**config.mk**
```make
export PLATFORM = sky130hd
export DESIGN_NAME = rfr_fault_report
export DESIGN_NICKNAME = d
export VERILOG_FILES = /design/src/rtl/rfr_pkg.sv /design/src/rtl/rfr_flag_cell.sv /design/src/rtl/rfr_fault_report.sv
export SDC_FILE = /design/constraint.sdc
export NUM_CORES = 1
export LEC_CHECK = 0
export ABC_AREA = 1
export BUFFER_PORTS_ARGS = -buffer_cell sky130_fd_sc_hd__buf_2
export CAP_MARGIN = 20
export CORE_MARGIN = 2
export CORE_UTILIZATION = 51
export CTS_BUF_LIST = sky130_fd_sc_hd__clkbuf_8
export CTS_CLUSTER_DIAMETER = 30
export CTS_CLUSTER_SIZE = 40
export DETAILED_ROUTE_END_ITERATION = 16
export PLACE_DENSITY = 0.95
export SYNTH_ARGS = -nofsm -noshare
export SYNTH_HDL_FRONTEND = slang
export SYNTH_SLANG_ARGS = --single-unit
```
**constraint.sdc**
```tcl
create_clock -name sys_clk -period 1.9 [get_ports sys_clk]
set_input_delay 0.19 -clock sys_clk [delete_from_list [all_inputs] [get_ports sys_clk]]
set_output_delay 0.19 -clock sys_clk [all_outputs]
set_load 0.02 [all_outputs]
```
**src/rtl/rfr_pkg.sv**
```systemverilog
// shared constants for the resolver fault reporting block
package rfr_pkg;

  // -------------------------------------------------------------------
  // fault indices
  // -------------------------------------------------------------------
  localparam int FLT_N       = 25;
  localparam int IZ_N        = 4;
  localparam int F_MODE      = 0;   // exciter mode field invalid
  localparam int F_EXT_OV    = 1;
  localparam int F_EXT_UV    = 2;
  localparam int F_EXT_ILIM  = 3;
  localparam int F_IZH0      = 4;   // four input high overvoltage flags
  localparam int F_IZL0      = 8;   // four input low overvoltage flags
  localparam int F_OPEN0     = 12;  // short, sin hi, cos hi, sin lo, cos lo
  localparam int OPEN_N      = 5;
  localparam int F_LOOP_ERR  = 17;
  localparam int F_CFG_CRC   = 18;
  localparam int F_USR_CRC   = 19;
  localparam int F_TRIM_CRC  = 20;
  localparam int F_BIST      = 21;
  localparam int F_RDBK      = 22;
  localparam int F_LOOP_OVF  = 23;
  localparam int F_GND_OPEN  = 24;

  // -------------------------------------------------------------------
  // per-fault attributes, one bit per fault index
  // -------------------------------------------------------------------
  localparam logic [FLT_N-1:0] HAS_MASK = 25'h003_fff6;  // owns a pin mask bit
  localparam logic [FLT_N-1:0] PIN_RPT  = 25'h13f_ffff;  // releases the fault pin
  localparam logic [FLT_N-1:0] EXC_KILL = 25'h167_ffff;  // turns the exciter off
  localparam logic [FLT_N-1:0] OVR_UV   = 25'h000_0004;
  localparam logic [FLT_N-1:0] OVR_IN   = 25'h003_fff0;
  localparam logic [FLT_N-1:0] OVR_BIST = 25'h020_0000;
  localparam logic [FLT_N-1:0] OVR_IO   = 25'h040_0000;

  // -------------------------------------------------------------------
  // encodings and reset values
  // -------------------------------------------------------------------
  localparam logic [1:0] MODE_BAD_LO = 2'h0;
  localparam logic [1:0] MODE_BAD_HI = 2'h3;
  localparam logic       EXC_EN_RST  = 1'h1;

  typedef enum logic [0:0]
  {
    ST_NORMAL = 1'b0,
    ST_FAULT  = 1'b1
  } rfr_state_t;

endpackage

```
**src/rtl/rfr_flag_cell.sv**
```systemverilog
// one sticky fault flag, cleared on read once its condition is gone
module rfr_flag_cell
(
  // clock and reset
  input  wire logic sys_clk,
  input  wire logic reset,
  // condition and read strobe
  input  wire logic cond,
  input  wire logic rd_clr,
  // flag
  output logic      flag_r
);

  typedef struct packed
  {
    logic flag;
  } rfr_cell_t;

  rfr_cell_t st_r;
  rfr_cell_t st_nxt;

  // set wins over the read clear, so a live condition never vanishes
  always_comb
  begin
    st_nxt = st_r;
    if (cond)
      st_nxt.flag = 1'b1;
    else if (rd_clr)
      st_nxt.flag = 1'b0;
  end

  // state register
  always_ff @(posedge sys_clk)
  begin
    if (reset)
      st_r <= '0;
    else
      st_r <= st_nxt;
  end

  assign flag_r = st_r.flag;

endmodule

```
**src/rtl/rfr_fault_report.sv**
```systemverilog
// fault collection, fault pin, exciter shutdown and fault-state control
module rfr_fault_report
#(
  parameter int NUM_INPUTS = rfr_pkg::IZ_N
)
(
  // clock and reset
  input  wire logic                      sys_clk,
  input  wire logic                      reset,
  // exciter conditions: overvoltage, undervoltage, current limit
  input  wire logic [2:0]                exciter_raw,
  input  wire logic [1:0]                exciter_mask,
  input  wire logic [1:0]                exciter_mode_field,
  // sensor input conditions
  input  wire logic [NUM_INPUTS-1:0]     input_high_overvolt_raw,
  input  wire logic [NUM_INPUTS-1:0]     input_high_overvolt_mask,
  input  wire logic [NUM_INPUTS-1:0]     input_low_overvolt_raw,
  input  wire logic [NUM_INPUTS-1:0]     input_low_overvolt_mask,
  input  wire logic [4:0]                input_open_raw,
  input  wire logic [4:0]                input_open_mask,
  input  wire logic                      loop_input_err_raw,
  input  wire logic                      loop_input_err_mask,
  // digital conditions: config crc, user nvm crc, trim nvm crc
  input  wire logic [2:0]                crc_raw,
  input  wire logic                      bist_raw,
  input  wire logic                      loop_overflow_raw,
  input  wire logic                      ground_open_raw,
  // overrides
  input  wire logic                      exciter_undervolt_override,
  input  wire logic                      input_fault_override,
  input  wire logic                      bist_override,
  input  wire logic                      pin_readback_override,
  // software access
  input  wire logic                      flag_read_pulse,
  input  wire logic                      exciter_enable_wr,
  input  wire logic                      exciter_enable_wdata,
  // fault pin and clear input
  input  wire logic                      fault_clear_input,
  input  wire logic                      fault_pin_in,
  output logic                           fault_pin_out,
  output logic                           fault_pin_oe,
  // status
  output logic [rfr_pkg::FLT_N-1:0]      fault_flag_vec,
  output logic                           spi_fault_summary,
  output logic                           exciter_enable_bit,
  output logic                           loop_run
);

  // -------------------------------------------------------------------
  // elaboration check
  // -------------------------------------------------------------------
  generate
    if (NUM_INPUTS != rfr_pkg::IZ_N)
    begin : g_bad_inputs
      $error("rfr_fault_report serves exactly four sensor inputs");
    end
  endgenerate

  // -------------------------------------------------------------------
  // state
  // -------------------------------------------------------------------
  typedef struct packed
  {
    rfr_pkg::rfr_state_t state;
    logic                clr_prev;
    logic                clr_seen_low;
    logic                pin_oe;
    logic                exc_en;
    logic                run;
    logic                summary;
    logic                rdbk_prev;
  } rfr_main_t;

  rfr_main_t                 st_r;
  rfr_main_t                 st_nxt;
  logic [rfr_pkg::FLT_N-1:0] cond_vec;
  logic [rfr_pkg::FLT_N-1:0] mask_vec;
  logic [rfr_pkg::FLT_N-1:0] ovr_vec;
  logic [rfr_pkg::FLT_N-1:0] live_vec;
  logic                      mode_bad;
  logic                      rdbk_mism;
  logic                      pin_cond;
  logic                      kill_active;
  logic                      clr_rise;

  // -------------------------------------------------------------------
  // condition and mask vectors
  // -------------------------------------------------------------------
  // mode field codes that select no valid exciter mode
  assign mode_bad = (exciter_mode_field == rfr_pkg::MODE_BAD_LO) ||
                    (exciter_mode_field == rfr_pkg::MODE_BAD_HI);

  // pin settles a cycle after a change, so two mismatching samples are needed
  assign rdbk_mism = (fault_pin_in == st_r.pin_oe);

  always_comb
  begin
    cond_vec = '0;
    cond_vec[rfr_pkg::F_MODE]     = mode_bad;
    cond_vec[rfr_pkg::F_EXT_OV]   = exciter_raw[0];
    cond_vec[rfr_pkg::F_EXT_UV]   = exciter_raw[1];
    cond_vec[rfr_pkg::F_EXT_ILIM] = exciter_raw[2];
    cond_vec[rfr_pkg::F_IZH0 +: rfr_pkg::IZ_N] = input_high_overvolt_raw;
    cond_vec[rfr_pkg::F_IZL0 +: rfr_pkg::IZ_N] = input_low_overvolt_raw;
    cond_vec[rfr_pkg::F_OPEN0 +: rfr_pkg::OPEN_N] = input_open_raw;
    cond_vec[rfr_pkg::F_LOOP_ERR] = loop_input_err_raw;
    cond_vec[rfr_pkg::F_CFG_CRC]  = crc_raw[0];
    cond_vec[rfr_pkg::F_USR_CRC]  = crc_raw[1];
    cond_vec[rfr_pkg::F_TRIM_CRC] = crc_raw[2];
    cond_vec[rfr_pkg::F_BIST]     = bist_raw;
    cond_vec[rfr_pkg::F_RDBK]     = rdbk_mism & st_r.rdbk_prev;
    cond_vec[rfr_pkg::F_LOOP_OVF] = loop_overflow_raw;
    cond_vec[rfr_pkg::F_GND_OPEN] = ground_open_raw;
  end

  // faults without a mask bit can never be masked
  always_comb
  begin
    mask_vec = '0;
    mask_vec[rfr_pkg::F_EXT_OV] = exciter_mask[0];
    mask_vec[rfr_pkg::F_EXT_UV] = exciter_mask[1];
    mask_vec[rfr_pkg::F_IZH0 +: rfr_pkg::IZ_N]    = input_high_overvolt_mask;
    mask_vec[rfr_pkg::F_IZL0 +: rfr_pkg::IZ_N]    = input_low_overvolt_mask;
    mask_vec[rfr_pkg::F_OPEN0 +: rfr_pkg::OPEN_N] = input_open_mask;
    mask_vec[rfr_pkg::F_LOOP_ERR] = loop_input_err_mask;
    mask_vec = mask_vec & rfr_pkg::HAS_MASK;
  end

  // override groups spread over the faults they cover
  assign ovr_vec = ({rfr_pkg::FLT_N{exciter_undervolt_override}} & rfr_pkg::OVR_UV) |
                   ({rfr_pkg::FLT_N{input_fault_override}} & rfr_pkg::OVR_IN) |
                   ({rfr_pkg::FLT_N{bist_override}} & rfr_pkg::OVR_BIST) |
                   ({rfr_pkg::FLT_N{pin_readback_override}} & rfr_pkg::OVR_IO);

  // a masked fault only reaches its flag
  assign live_vec = cond_vec & ~mask_vec;

  // pin release is a plain or of the unmasked pin-reporting sources
  assign pin_cond = |(live_vec & rfr_pkg::PIN_RPT);

  // clear input held low is the evaluation hold that keeps the exciter up
  assign kill_active = fault_clear_input &&
                       (|(live_vec & rfr_pkg::EXC_KILL & ~ovr_vec));

  assign clr_rise = fault_clear_input && !st_r.clr_prev;

  // -------------------------------------------------------------------
  // fault flags
  // -------------------------------------------------------------------
  generate
    for (genvar i = 0; i < rfr_pkg::FLT_N; i++)
    begin : g_flag
      rfr_flag_cell u_cell
      (
        .sys_clk (sys_clk),
        .reset   (reset),
        .cond    (cond_vec[i]),
        .rd_clr  (flag_read_pulse),
        .flag_r  (fault_flag_vec[i])
      );
    end
  endgenerate

  // -------------------------------------------------------------------
  // next state
  // -------------------------------------------------------------------
  always_comb
  begin
    st_nxt           = st_r;
    st_nxt.clr_prev  = fault_clear_input;
    st_nxt.rdbk_prev = rdbk_mism;
    st_nxt.summary   = |fault_flag_vec;
    case (st_r.state)
      rfr_pkg::ST_NORMAL:
      begin
        st_nxt.clr_seen_low = 1'b0;
        if (pin_cond)
          st_nxt.state = rfr_pkg::ST_FAULT;
      end
      rfr_pkg::ST_FAULT:
      begin
        // a falling edge arms the exit, the next rising edge completes it if no pin fault remains
        if (st_r.clr_prev && !fault_clear_input)
          st_nxt.clr_seen_low = 1'b1;
        if (clr_rise)
        begin
          st_nxt.clr_seen_low = 1'b0;
          if (st_r.clr_seen_low && !pin_cond)
            st_nxt.state = rfr_pkg::ST_NORMAL;
        end
      end
      default:
      begin
        st_nxt.state = rfr_pkg::ST_FAULT;
      end
    endcase
    // pin follows the state, so a short fault stays visible until cleared
    st_nxt.pin_oe = (st_nxt.state == rfr_pkg::ST_NORMAL) && !pin_cond;
    st_nxt.run    = (st_nxt.state == rfr_pkg::ST_NORMAL) && !pin_cond;
    // software may not re-enable the exciter while a protecting fault stands and the clear input is high
    if (kill_active)
      st_nxt.exc_en = 1'b0;
    else if (exciter_enable_wr)
      st_nxt.exc_en = exciter_enable_wdata;
  end

  // state register
  always_ff @(posedge sys_clk)
  begin
    if (reset)
    begin
      st_r          <= '0;
      st_r.clr_prev <= 1'b1;
      st_r.pin_oe   <= 1'b1;
      st_r.exc_en   <= rfr_pkg::EXC_EN_RST;
      st_r.run      <= 1'b1;
    end
    else
    begin
      st_r <= st_nxt;
    end
  end

  // -------------------------------------------------------------------
  // outputs
  // -------------------------------------------------------------------
  assign fault_pin_out      = 1'b0;  // open drain only ever pulls low
  assign fault_pin_oe       = st_r.pin_oe;
  assign spi_fault_summary  = st_r.summary;
  assign exciter_enable_bit = st_r.exc_en;
  assign loop_run           = st_r.run;
endmodule

```
### Word level (Yosys, flattened, before mapping)

Index checks and enable logic that the tools add are counted.

| storage, ports and cells | value |
|---|---|
| register bits after elaboration | 32 |
| output and inout bits | 30 |
| word-level logic and storage cells | 119 |

| operators by class | value |
|---|---|
| eq/ne operators | 3 |
| multiplexer cells | 35 |
| bitwise gates (word level) | 10 |
| reductions and logical operators | 39 |

Operators with widths:

| operator | number |
|---|---|
| $reduce_bool A2 Y1 | 26 |
| $and A25 B25 Y25 | 2 |
| $reduce_or A25 Y1 | 2 |
| $mux W1 | 33 |
| $not A18 Y25 | 1 |
| $not A23 Y25 | 1 |
| $or A22 B23 Y23 | 1 |
| $reduce_or A23 Y1 | 1 |
| $or A18 B22 Y22 | 1 |
| $or A3 B18 Y18 | 1 |
| $logic_and A1 B1 Y1 | 5 |
| $pmux W1 S2 | 2 |
| $logic_not A1 Y1 | 3 |
| $ne A3 B1 Y1 const B | 1 |
| $eq A2 B2 Y1 const B | 1 |
| $logic_not A2 Y1 | 1 |
| $not A1 Y1 | 2 |
| $and A1 B1 Y1 | 1 |
| $eq A1 B1 Y1 | 1 |
| $logic_or A1 B1 Y1 | 1 |

### Longest topological paths before layout

Gate-level depths: netlist of the first run.

| depth | value |
|---|---|
| word-level depth | 11 |
| gate-level depth with buffers | 9 |

### Modules after synthesis

Synthesis of the first run repeated with hierarchy kept, for this count alone.

| unflattened totals | value |
|---|---|
| cell total of the unflattened synthesis | 260 |
| area total of the unflattened synthesis | 1,740.4 um2 |

Modules (own cells, without submodules):

| module | instances | cells each | area each (um2) | sequential area each (um2) |
|---|---|---|---|---|
| rfr_flag_cell | 25 | 5 | 40.0 | 20.0 |
| rfr_fault_report | 1 | 135 | 739.5 | 140.1 |

### Least setup slack after synthesis of the first run

Ideal clock, no wire load.

| path | value |
|---|---|
| path kind | register to register |
| start point | register loop_run (netlist name) |
| end point | register st_r (netlist bit exciter_enable_bit) |
| library setup time | 125 ps |
| arrival time | 919 ps |
| required time | 1,775 ps |
| setup slack | 856 ps |
| stages on the path, launching flop included | 7 |
| buffers on the path | 0 |
| period minus slack after synthesis | 1,044 ps |
| cell sequence | dfxtp_1 > xnor2_1 > nand3_1 > nand2_1 > nor2_1 > nand2_1 > a21oi_2 |

RTL lines:

| item | line | source |
|---|---|---|
| to (signal assigned) | rfr_fault_report.sv:220 | `st_r <= st_nxt;` |
| to (decl) | rfr_fault_report.sv:74 | `rfr_main_t st_r;` |

==> flow_summary.ini, run 1 <==
[drt]
drt-total-wl_um = 3980
wl_per_cell_um = 11.5
ant_nets = 0
firstDrtPassIters = 4
drt-initial-drc-count = 50
vias = 1643
drc_errors = 0
avgViaCountPerCell = 4.76

[clock_tree]
cts_tree = done
clockRootBuffer = clkbuf_8
cts.repair.resized = 0
post_cts_buffers = 0
ctsHoldBuffers = 0
clk_pin_slew_worst_paths_ns = 0.07
clock-sinks = 32
insertion_delay_ns = 0.28
clock_path_buffers = 2
htree_levels = 2
cts_buffers = 5

[sta]
setup_viol = 0
drv_slew = 0
postLayoutSetupSlackWorst_ns = 0.842
rsz0062_at_grt = no
fin_crit_sh_pct = 55.7
fmax_mhz = 945
finClkSkew_ns = 0.00279
period_needed_ns = 1.06
final-hold-violation-count = 0
slew_headroom_pct = 65.9
final.setup.tns_ns = 0
tightest_slew_ns = 0.512

[status]
outcome = completed

[synth]
synth-edff-count = 0
yosysMostFrequentCell = nand2_1
synthTopCellsByCount = nand2_1, nor2_1, dfxtp_1, a21oi_1, buf_4
syn_inst = 246
yosysWarnings = 0
synth_largest_area_cell = dfxtp_1
syn_area_um2 = 1660
synth.distinct_cells = 29
ys_seq_area_share_pct = 38.6
synth_top_cells_by_area = dfxtp_1, buf_4, nand2_1
synthArstFlopShare_pct = 0
synth_top_area_share_pct = 38.6
synthFlopType = dfxtp_1
syn_area_per_cell_um2 = 6.74
synth_fp_nets = 298
ys_ff_latch = 32

[floorplan]
coreArea_um2 = 3080
die_w_um = 61.0
num_rows = 20
die_height_um = 61.0
die_area_um2 = 3730
ioPinCount = 82
start_util_pct = 53.9

[layout]
drive_above_1_share_pct = 31.6
final_area_um2 = 2010
syn2layout_area_growth_pct = 21.0
final_nets = 352
fillers = 302
diodes = 0
register_area_um2 = 641
multi_input_area_um2 = 664

[setup_path]
path_common_cell = nand2_1
critPathKind = flip-flop to flip-flop
cp.arrival_ns = 1.23
crit_required_ns = 2.07
crit_chain = xnor2_1 > nand3_1 > nand2_1 > nor2_1 > nand2_1 > a21oi_2
slowest_stage = dfxtp_1
max_stage_delay_ns = 0.33
crit_path_start_kind = flip-flop
cp_max_fo = 3
cp-end-kind = flip-flop

[power_and_ir_drop]
p_leak_nw = 1.11
power.density_nw_per_um2 = 879
ir_drop_v = 0.000523

[grt]
grt_pass1_vias = 1496
antenna_found_initial = 0
grt_pass1_wl_um = 6230
grt_max_degree = 30
grtUsageTotal_pct = 22.9
grt_overflow_total = 0

[place]
gp_congestion = 0.870
dpl-instance-area_um2 = 1880
dp_hpwl_um = 3160
io_buffers = 80
place_ws_ns = 0.778

[worst_hold_path]
hold_path_class = input port to flip-flop

[run]
maxCapViolCount = 0
[power breakdown]
group / switching [W] / leakage, nW / internal [W]
Sequential: 0.0000303 / 0.267 / 0.000716
Clock: 0.000252 / 0.0645 / 0.000463
Combinational: 0.000184 / 0.782 / 0.000120
[critical path: cells and delay by family, from the launching register on]
kind,cells,cell delay (ns)
XOR/XNOR,1,0.25
flip-flops,1,0.33
AND/OR/NAND/NOR,4,0.31
AO/OA/AOI/OAI,1,0.05
[cells by family after synthesis]
family	after synthesis	share of synthesized area, %
other cells	1	0.226
xor+xnor	2	1.06
flops	32	38.6
simple gates	113	28.1
buf+inv	65	21.3
compound gates	33	10.6
[routing by layer]
| metal | part of all wire (%) | vias to the layer above | wire, µm | global-route usage, % |
|---|---|---|---|---|
| met5 | 0 | - | 0 | 0 |
| met4 | 1.2 | 0 | 49 | 6.52 |
| met3 | 8.8 | 6 | 350 | 7.56 |
| met2 | 49 | 75 | 1950 | 41.9 |
| met1 | 41 | 724 | 1630 | 24.9 |
| li1 | - | 838 | - | - |
[sequential cells by signal, summed over array words and instances, names as in the netlist]
register / cells
st_r: 4
g_flag.u_cell.flag_r: 25
exciter_enable_bit: 1
spi_fault_summary: 1
loop_run: 1
[path summary, 6_finish.rpt]
| check | start | to | slack, ns | cells past startpoint |
|---|---|---|---|---|
| hold / removal | loop_overflow_raw | g_flag[23].u_cell.flag_r$_SDFFE_PP0P_ | 0.12 | 3 |
| setup reg to reg | loop_run$_SDFF_PP1_ | exciter_enable_bit$_SDFFE_PP1P_ | 0.84 | 6 |
| hold reg to reg | g_flag[13].u_cell.flag_r$_SDFFE_PP0P_ | g_flag[13].u_cell.flag_r$_SDFFE_PP0P_ | 0.48 | 2 |
| setup / recovery | loop_run$_SDFF_PP1_ | exciter_enable_bit$_SDFFE_PP1P_ | 0.84 | 6 |
[layout make-up]
class,count,share of cell area (%)
clock inverters,1,1.50
multi-input cells,149,33.1
flip-flops and latches,32,31.9
repair buffers,80,20.0
inverters,32,5.99
well taps,44,2.74
clock buffers,7,4.80
[through the flow]
step           total power (W)  hold WS [ns]  util [%]  instances
2_1_floorplan         0.000986         0.307         -        246
3_3_place_gp           0.00106         0.401      61.1        337
3_5_place_dp           0.00107         0.411      61.1        337
4_1_cts                0.00177         0.112      65.2        345
5_1_grt                0.00183         0.111      65.2        345
6_report               0.00176         0.117      65.2        345
[layout by cell type (no fill, tap or decap), drive strengths merged, types with 2 or more instances in the layout]
cell | synthesis | routed
buf | 30 | 80
nand2 | 50 | 50
nor2 | 44 | 44
dfxtp | 32 | 32
inv | 30 | 30
a21oi | 28 | 28
nand3 | 10 | 10
clkbuf | 3 | 7
nand3b | 3 | 3
clkinv | 2 | 2
nor3b | 2 | 2
No activity file was read; power rests on OpenSTA's default activity.
==> inputs of run 2 (changes only) <==
Settings changed: CORE_UTILIZATION 51 to 43, PLACE_DENSITY 0.95 to 0.91.
Clock period 1.9 ns to 0.9 ns, I/O delays scaled along.
==> flow_summary.ini, run 2 (synthesized netlist as in run 1, its figures left out) <==
[status]
outcome = finished, violations left
violations = setup timing

[setup_path]
crit_path_start_kind = flip-flop
r2r_slack_ns = -0.09
cp.arrival_ns = 1.15
endpoint = spi_fault_summary$_SDFF_PP0_
cp_max_fo = 2
cp-end-kind = flip-flop
crit_required_ns = 1.06
timing.rr.start = g_flag[19].u_cell.flag_r$_SDFFE_PP0P_
worstSetupStartpoint = g_flag[19].u_cell.flag_r$_SDFFE_PP0P_
rr_worst_depth = 3
critPathKind = flip-flop to flip-flop
reg2reg_to = spi_fault_summary$_SDFF_PP0_

[floorplan]
ioPinCount = 82
num_rows = 22
start_util_pct = 45.0
die_area_um2 = 4370
die_w_um = 66.1
die_height_um = 66.1
coreArea_um2 = 3690

[power_and_ir_drop]
p_leak_nw = 1.25
power.density_nw_per_um2 = 1510
ir_drop_v = 0.00116
p_total_w = 0.00350

[drt]
drt-total-wl_um = 4370
drc_errors = 0
wl_per_cell_um = 11.7
avgViaCountPerCell = 4.60
firstDrtPassIters = 4
drt-initial-drc-count = 95
vias = 1711
ant_nets = 0

[sta]
drv_slew = 0
setup_viol = 7
final.setup.tns_ns = -0.254
finClkSkew_ns = 0.00289
final-hold-violation-count = 0
fmax_mhz = 1010
postLayoutSetupSlackWorst_ns = -0.0869
fin_crit_sh_pct = 110
rsz0062_at_grt = yes
period_needed_ns = 0.987
hold-worst-slack_ns = 0.0292

[layout]
syn2layout_area_growth_pct = 39.5
drive_above_1_share_pct = 45.1
largest_reg_flops = 25
fillers = 344
diodes = 0
final_cell_mix = buf_2, nand2_1, nor2_1, buf_4, a21oi_1
final_nets = 375
mostFrequentLayoutCell = buf_2

[grt]
grt_pass1_vias = 1613
grtUsageTotal_pct = 20.5
grt_max_degree = 26
grt_pass1_wl_um = 6730
grt_overflow_total = 0
antenna_found_initial = 0

[clock_tree]
clock_path_buffers = 2
cts_tree = done
clk_pin_slew_worst_paths_ns = 0.06
htree_levels = 2
cts_buffers = 5
insertion_delay_ns = 0.28
ctsHoldBuffers = 0
clockRootBuffer = clkbuf_8
clock-sinks = 32

[place]
gp_congestion = 0.847
io_buffers = 80
dp_hpwl_um = 3440

[worst_hold_path]
hold_path_class = input port to flip-flop

[run]
maxCapViolCount = 0
run 2: changes by cell type in the layout (fill, tap and decap cells not counted), moves of 9 or more:
cell,before,now
buf_4,0,41
buf_2,80,52
dfxtp_1,32,6
dfxtp_2,0,25
buf_6,0,9
run 2: worst max-delay path, stage by stage (launching register included):
cell	delay, ns
dfxtp_1	0.31
or3_1	0.37
nor2_2	0.11
a31oi_1	0.08
run 2: where the power goes:
group          switching (W)  total [W]  internal (W)
sequential         0.0000683    0.00159       0.00153
clock               0.000488    0.00109      0.000600
combinational       0.000421   0.000819      0.000399
run 2: repair_timing:
action,CTS,global route
gates resized for setup,19,46
buffers inserted,1,1
pin swaps,0,1
endpoints found under the setup margin,10,31
endpoints found under the hold margin,0,0
run 2: area by class of cell:
type                    count  area (µm²)  area share, %
clock inverters             2        7.51          0.324
flip-flops and latches     32         676           29.2
multi-input cells         149         679           29.4
repair buffers            103         689           29.8
clock buffers               6        82.6           3.57
inverters                  32         120           5.19
well taps                  48        60.1           2.59
run 2: layer usage:
metal	routed length (µm)	track usage [%]	part of all wire, %	vias up
met5	0	0	0	-
met1	1710	21.5	39	754
met3	255	4.26	5.8	10
met2	2320	39.1	53	57
met4	79	8.16	1.8	0
li1	-	-	-	890
run 2: worst min-delay path by stage:
stage	start	to	slack, ns	depth (start not counted)
floorplan	input_open_raw[3]	g_flag[15].u_cell.flag_r$_SDFFE_PP0P_	0.21	2
global placement	loop_overflow_raw	g_flag[23].u_cell.flag_r$_SDFFE_PP0P_	0.30	3
detailed placement	loop_overflow_raw	g_flag[23].u_cell.flag_r$_SDFFE_PP0P_	0.32	3
CTS	loop_overflow_raw	g_flag[23].u_cell.flag_r$_SDFFE_PP0P_	0.03	3
global route	loop_overflow_raw	g_flag[23].u_cell.flag_r$_SDFFE_PP0P_	0.03	3
finish	loop_overflow_raw	g_flag[23].u_cell.flag_r$_SDFFE_PP0P_	0.03	3
run 2: per-stage QoR:
| stage | std cells | util, % | area (µm²) | setup WS (ns) |
|---|---|---|---|---|
| after CTS | 371 | 60.1 | 2220 | -0.0993 |
| after floorplan | 246 | - | 1670 | -0.0116 |
| after detailed placement | 363 | 56.2 | 2070 | -0.107 |
| after global routing | 372 | 62.8 | 2310 | -0.129 |
| final | 372 | 62.8 | 2310 | -0.0869 |
| after global placement | 363 | 56.2 | 2070 | -0.100 |
==> inputs of run 3 (changes only) <==
--- a/config.mk
+++ b/config.mk
@@ -16,4 +16,5 @@
 export DETAILED_ROUTE_END_ITERATION = 16
 export PLACE_DENSITY = 0.91
+export SLEW_MARGIN = 30
 export SYNTH_ARGS = -nofsm -noshare
 export SYNTH_HDL_FRONTEND = slang
==> constraint.sdc (replaced) <==
create_clock -name sys_clk -period 0.9 [get_ports sys_clk]
set_input_delay 0.09 -clock sys_clk [delete_from_list [all_inputs] [get_ports sys_clk]]
set_output_delay 0.09 -clock sys_clk [all_outputs]
set_load 0.01 [all_outputs]
==> flow_summary.ini, run 3 (synthesized netlist as in run 1, its figures left out) <==
[sta]
period_needed_ns = 0.998
postLayoutSetupSlackWorst_ns = -0.0977
setup_viol = 7
final-hold-violation-count = 0
rsz0062_at_grt = yes
drv_slew = 0
finClkSkew_ns = 0.00408
fmax_mhz = 1000
fin_crit_sh_pct = 111

[drt]
ant_nets = 0
wl_per_cell_um = 11.6
drt-initial-drc-count = 141
avgViaCountPerCell = 4.58
firstDrtPassIters = 4
vias = 1695
drc_errors = 0
drt-total-wl_um = 4290

[floorplan]
die_height_um = 66.1
ioPinCount = 82
die_w_um = 66.1
start_util_pct = 45.0
num_rows = 22
die_area_um2 = 4370
coreArea_um2 = 3690

[setup_path]
cp_max_fo = 2
crit_required_ns = 1.08
crit_path_start_kind = flip-flop
critPathKind = flip-flop to flip-flop
cp.arrival_ns = 1.17
cp-end-kind = flip-flop

[clock_tree]
clk_pin_slew_worst_paths_ns = 0.07
clock_path_buffers = 2
insertion_delay_ns = 0.29
cts_tree = done
htree_levels = 2
clockRootBuffer = clkbuf_8
ctsHoldBuffers = 0
cts_buffers = 5
clock-sinks = 32

[grt]
grt_max_degree = 26
antenna_found_initial = 0
grtUsageTotal_pct = 20.6
grt_pass1_vias = 1586
grt_overflow_total = 0
grt_pass1_wl_um = 6700

[layout]
mostFrequentLayoutCell = buf_2
syn2layout_area_growth_pct = 36.9
final_util_pct = 61.6
final_cells = 370
largest_reg_flops = 25
drive_above_1_share_pct = 45.7
final_nets = 373
diodes = 0
final_cell_mix = buf_2, nand2_1, nor2_1, a21oi_1, dfxtp_2

[place]
gp_congestion = 0.832
dp_hpwl_um = 3390
place_ws_ns = -0.129
io_buffers = 80
placed_cells = 361

[worst_hold_path]
hold_path_class = input port to flip-flop

[power_and_ir_drop]
p_leak_nw = 1.24
power.density_nw_per_um2 = 1600
ir_drop_v = 0.00103
p_total_w = 0.00364

[status]
outcome = finished, violations left
violations = setup timing

[run]
maxCapViolCount = 0
-- run 3: where the power goes --
part,internal (W),switching [W],leakage (nW)
Combinational,0.000353,0.000348,0.906
Sequential,0.00153,0.0000686,0.273
Clock,0.000809,0.000530,0.0593
Total,0.00269,0.000947,1.24
-- run 3: path summary, 6_finish.rpt --
check,start,end,slack (ns),depth (start not counted)
setup reg to reg,g_flag[19].u_cell.flag_r$_SDFFE_PP0P_,spi_fault_summary$_SDFF_PP0_,-0.1,3
hold reg to reg,g_flag[3].u_cell.flag_r$_SDFFE_PP0P_,g_flag[3].u_cell.flag_r$_SDFFE_PP0P_,0.47,2
hold / removal,loop_overflow_raw,g_flag[23].u_cell.flag_r$_SDFFE_PP0P_,0.009,3
setup / recovery,g_flag[19].u_cell.flag_r$_SDFFE_PP0P_,spi_fault_summary$_SDFF_PP0_,-0.1,3
-- run 3: cell type report --
| cell class | instances | area [µm²] |
|---|---|---|
| flip-flops and latches | 32 | 673 |
| multi-input cells | 149 | 693 |
| repair buffers | 101 | 617 |
| well taps | 48 | 60.1 |
| clock buffers | 5 | 68.8 |
| fillers | 371 | 1420 |
| clock inverters | 3 | 38.8 |
| inverters | 32 | 120 |
-- run 3: routing by layer --
| layer | global-route usage (%) | up-vias | share of wire, % |
|---|---|---|---|
| met5 | 0 | - | 0 |
| li1 | - | 879 | - |
| met2 | 37.9 | 56 | 51 |
| met1 | 21.2 | 752 | 41 |
| met4 | 7.65 | 0 | 1.6 |
| met3 | 7.33 | 8 | 7.0 |
-- run 3: per-stage QoR --
step / TNS [ns] / hold WS [ns] / area [µm²]
floorplan: -0.0116 / 0.207 / 1670
global placement: -0.232 / 0.297 / 2060
detailed placement: -0.311 / 0.312 / 2060
CTS: -0.385 / 0.00233 / 2200
global route: -0.628 / 0.0112 / 2270
finish: -0.277 / 0.00918 / 2270
-- run 3: what timing repair did --
action                     CTS  global route
buffers inserted             0             1
gates resized for setup     10            30
setup endpoints to repair   11            26
pin swaps                    0             2
-- run 3: critical path, stage by stage, from the launching register on --
cell and delay, ns:
dfxtp_2 0.33, or3_4 0.40, nor2_4 0.09, a31oi_1 0.07
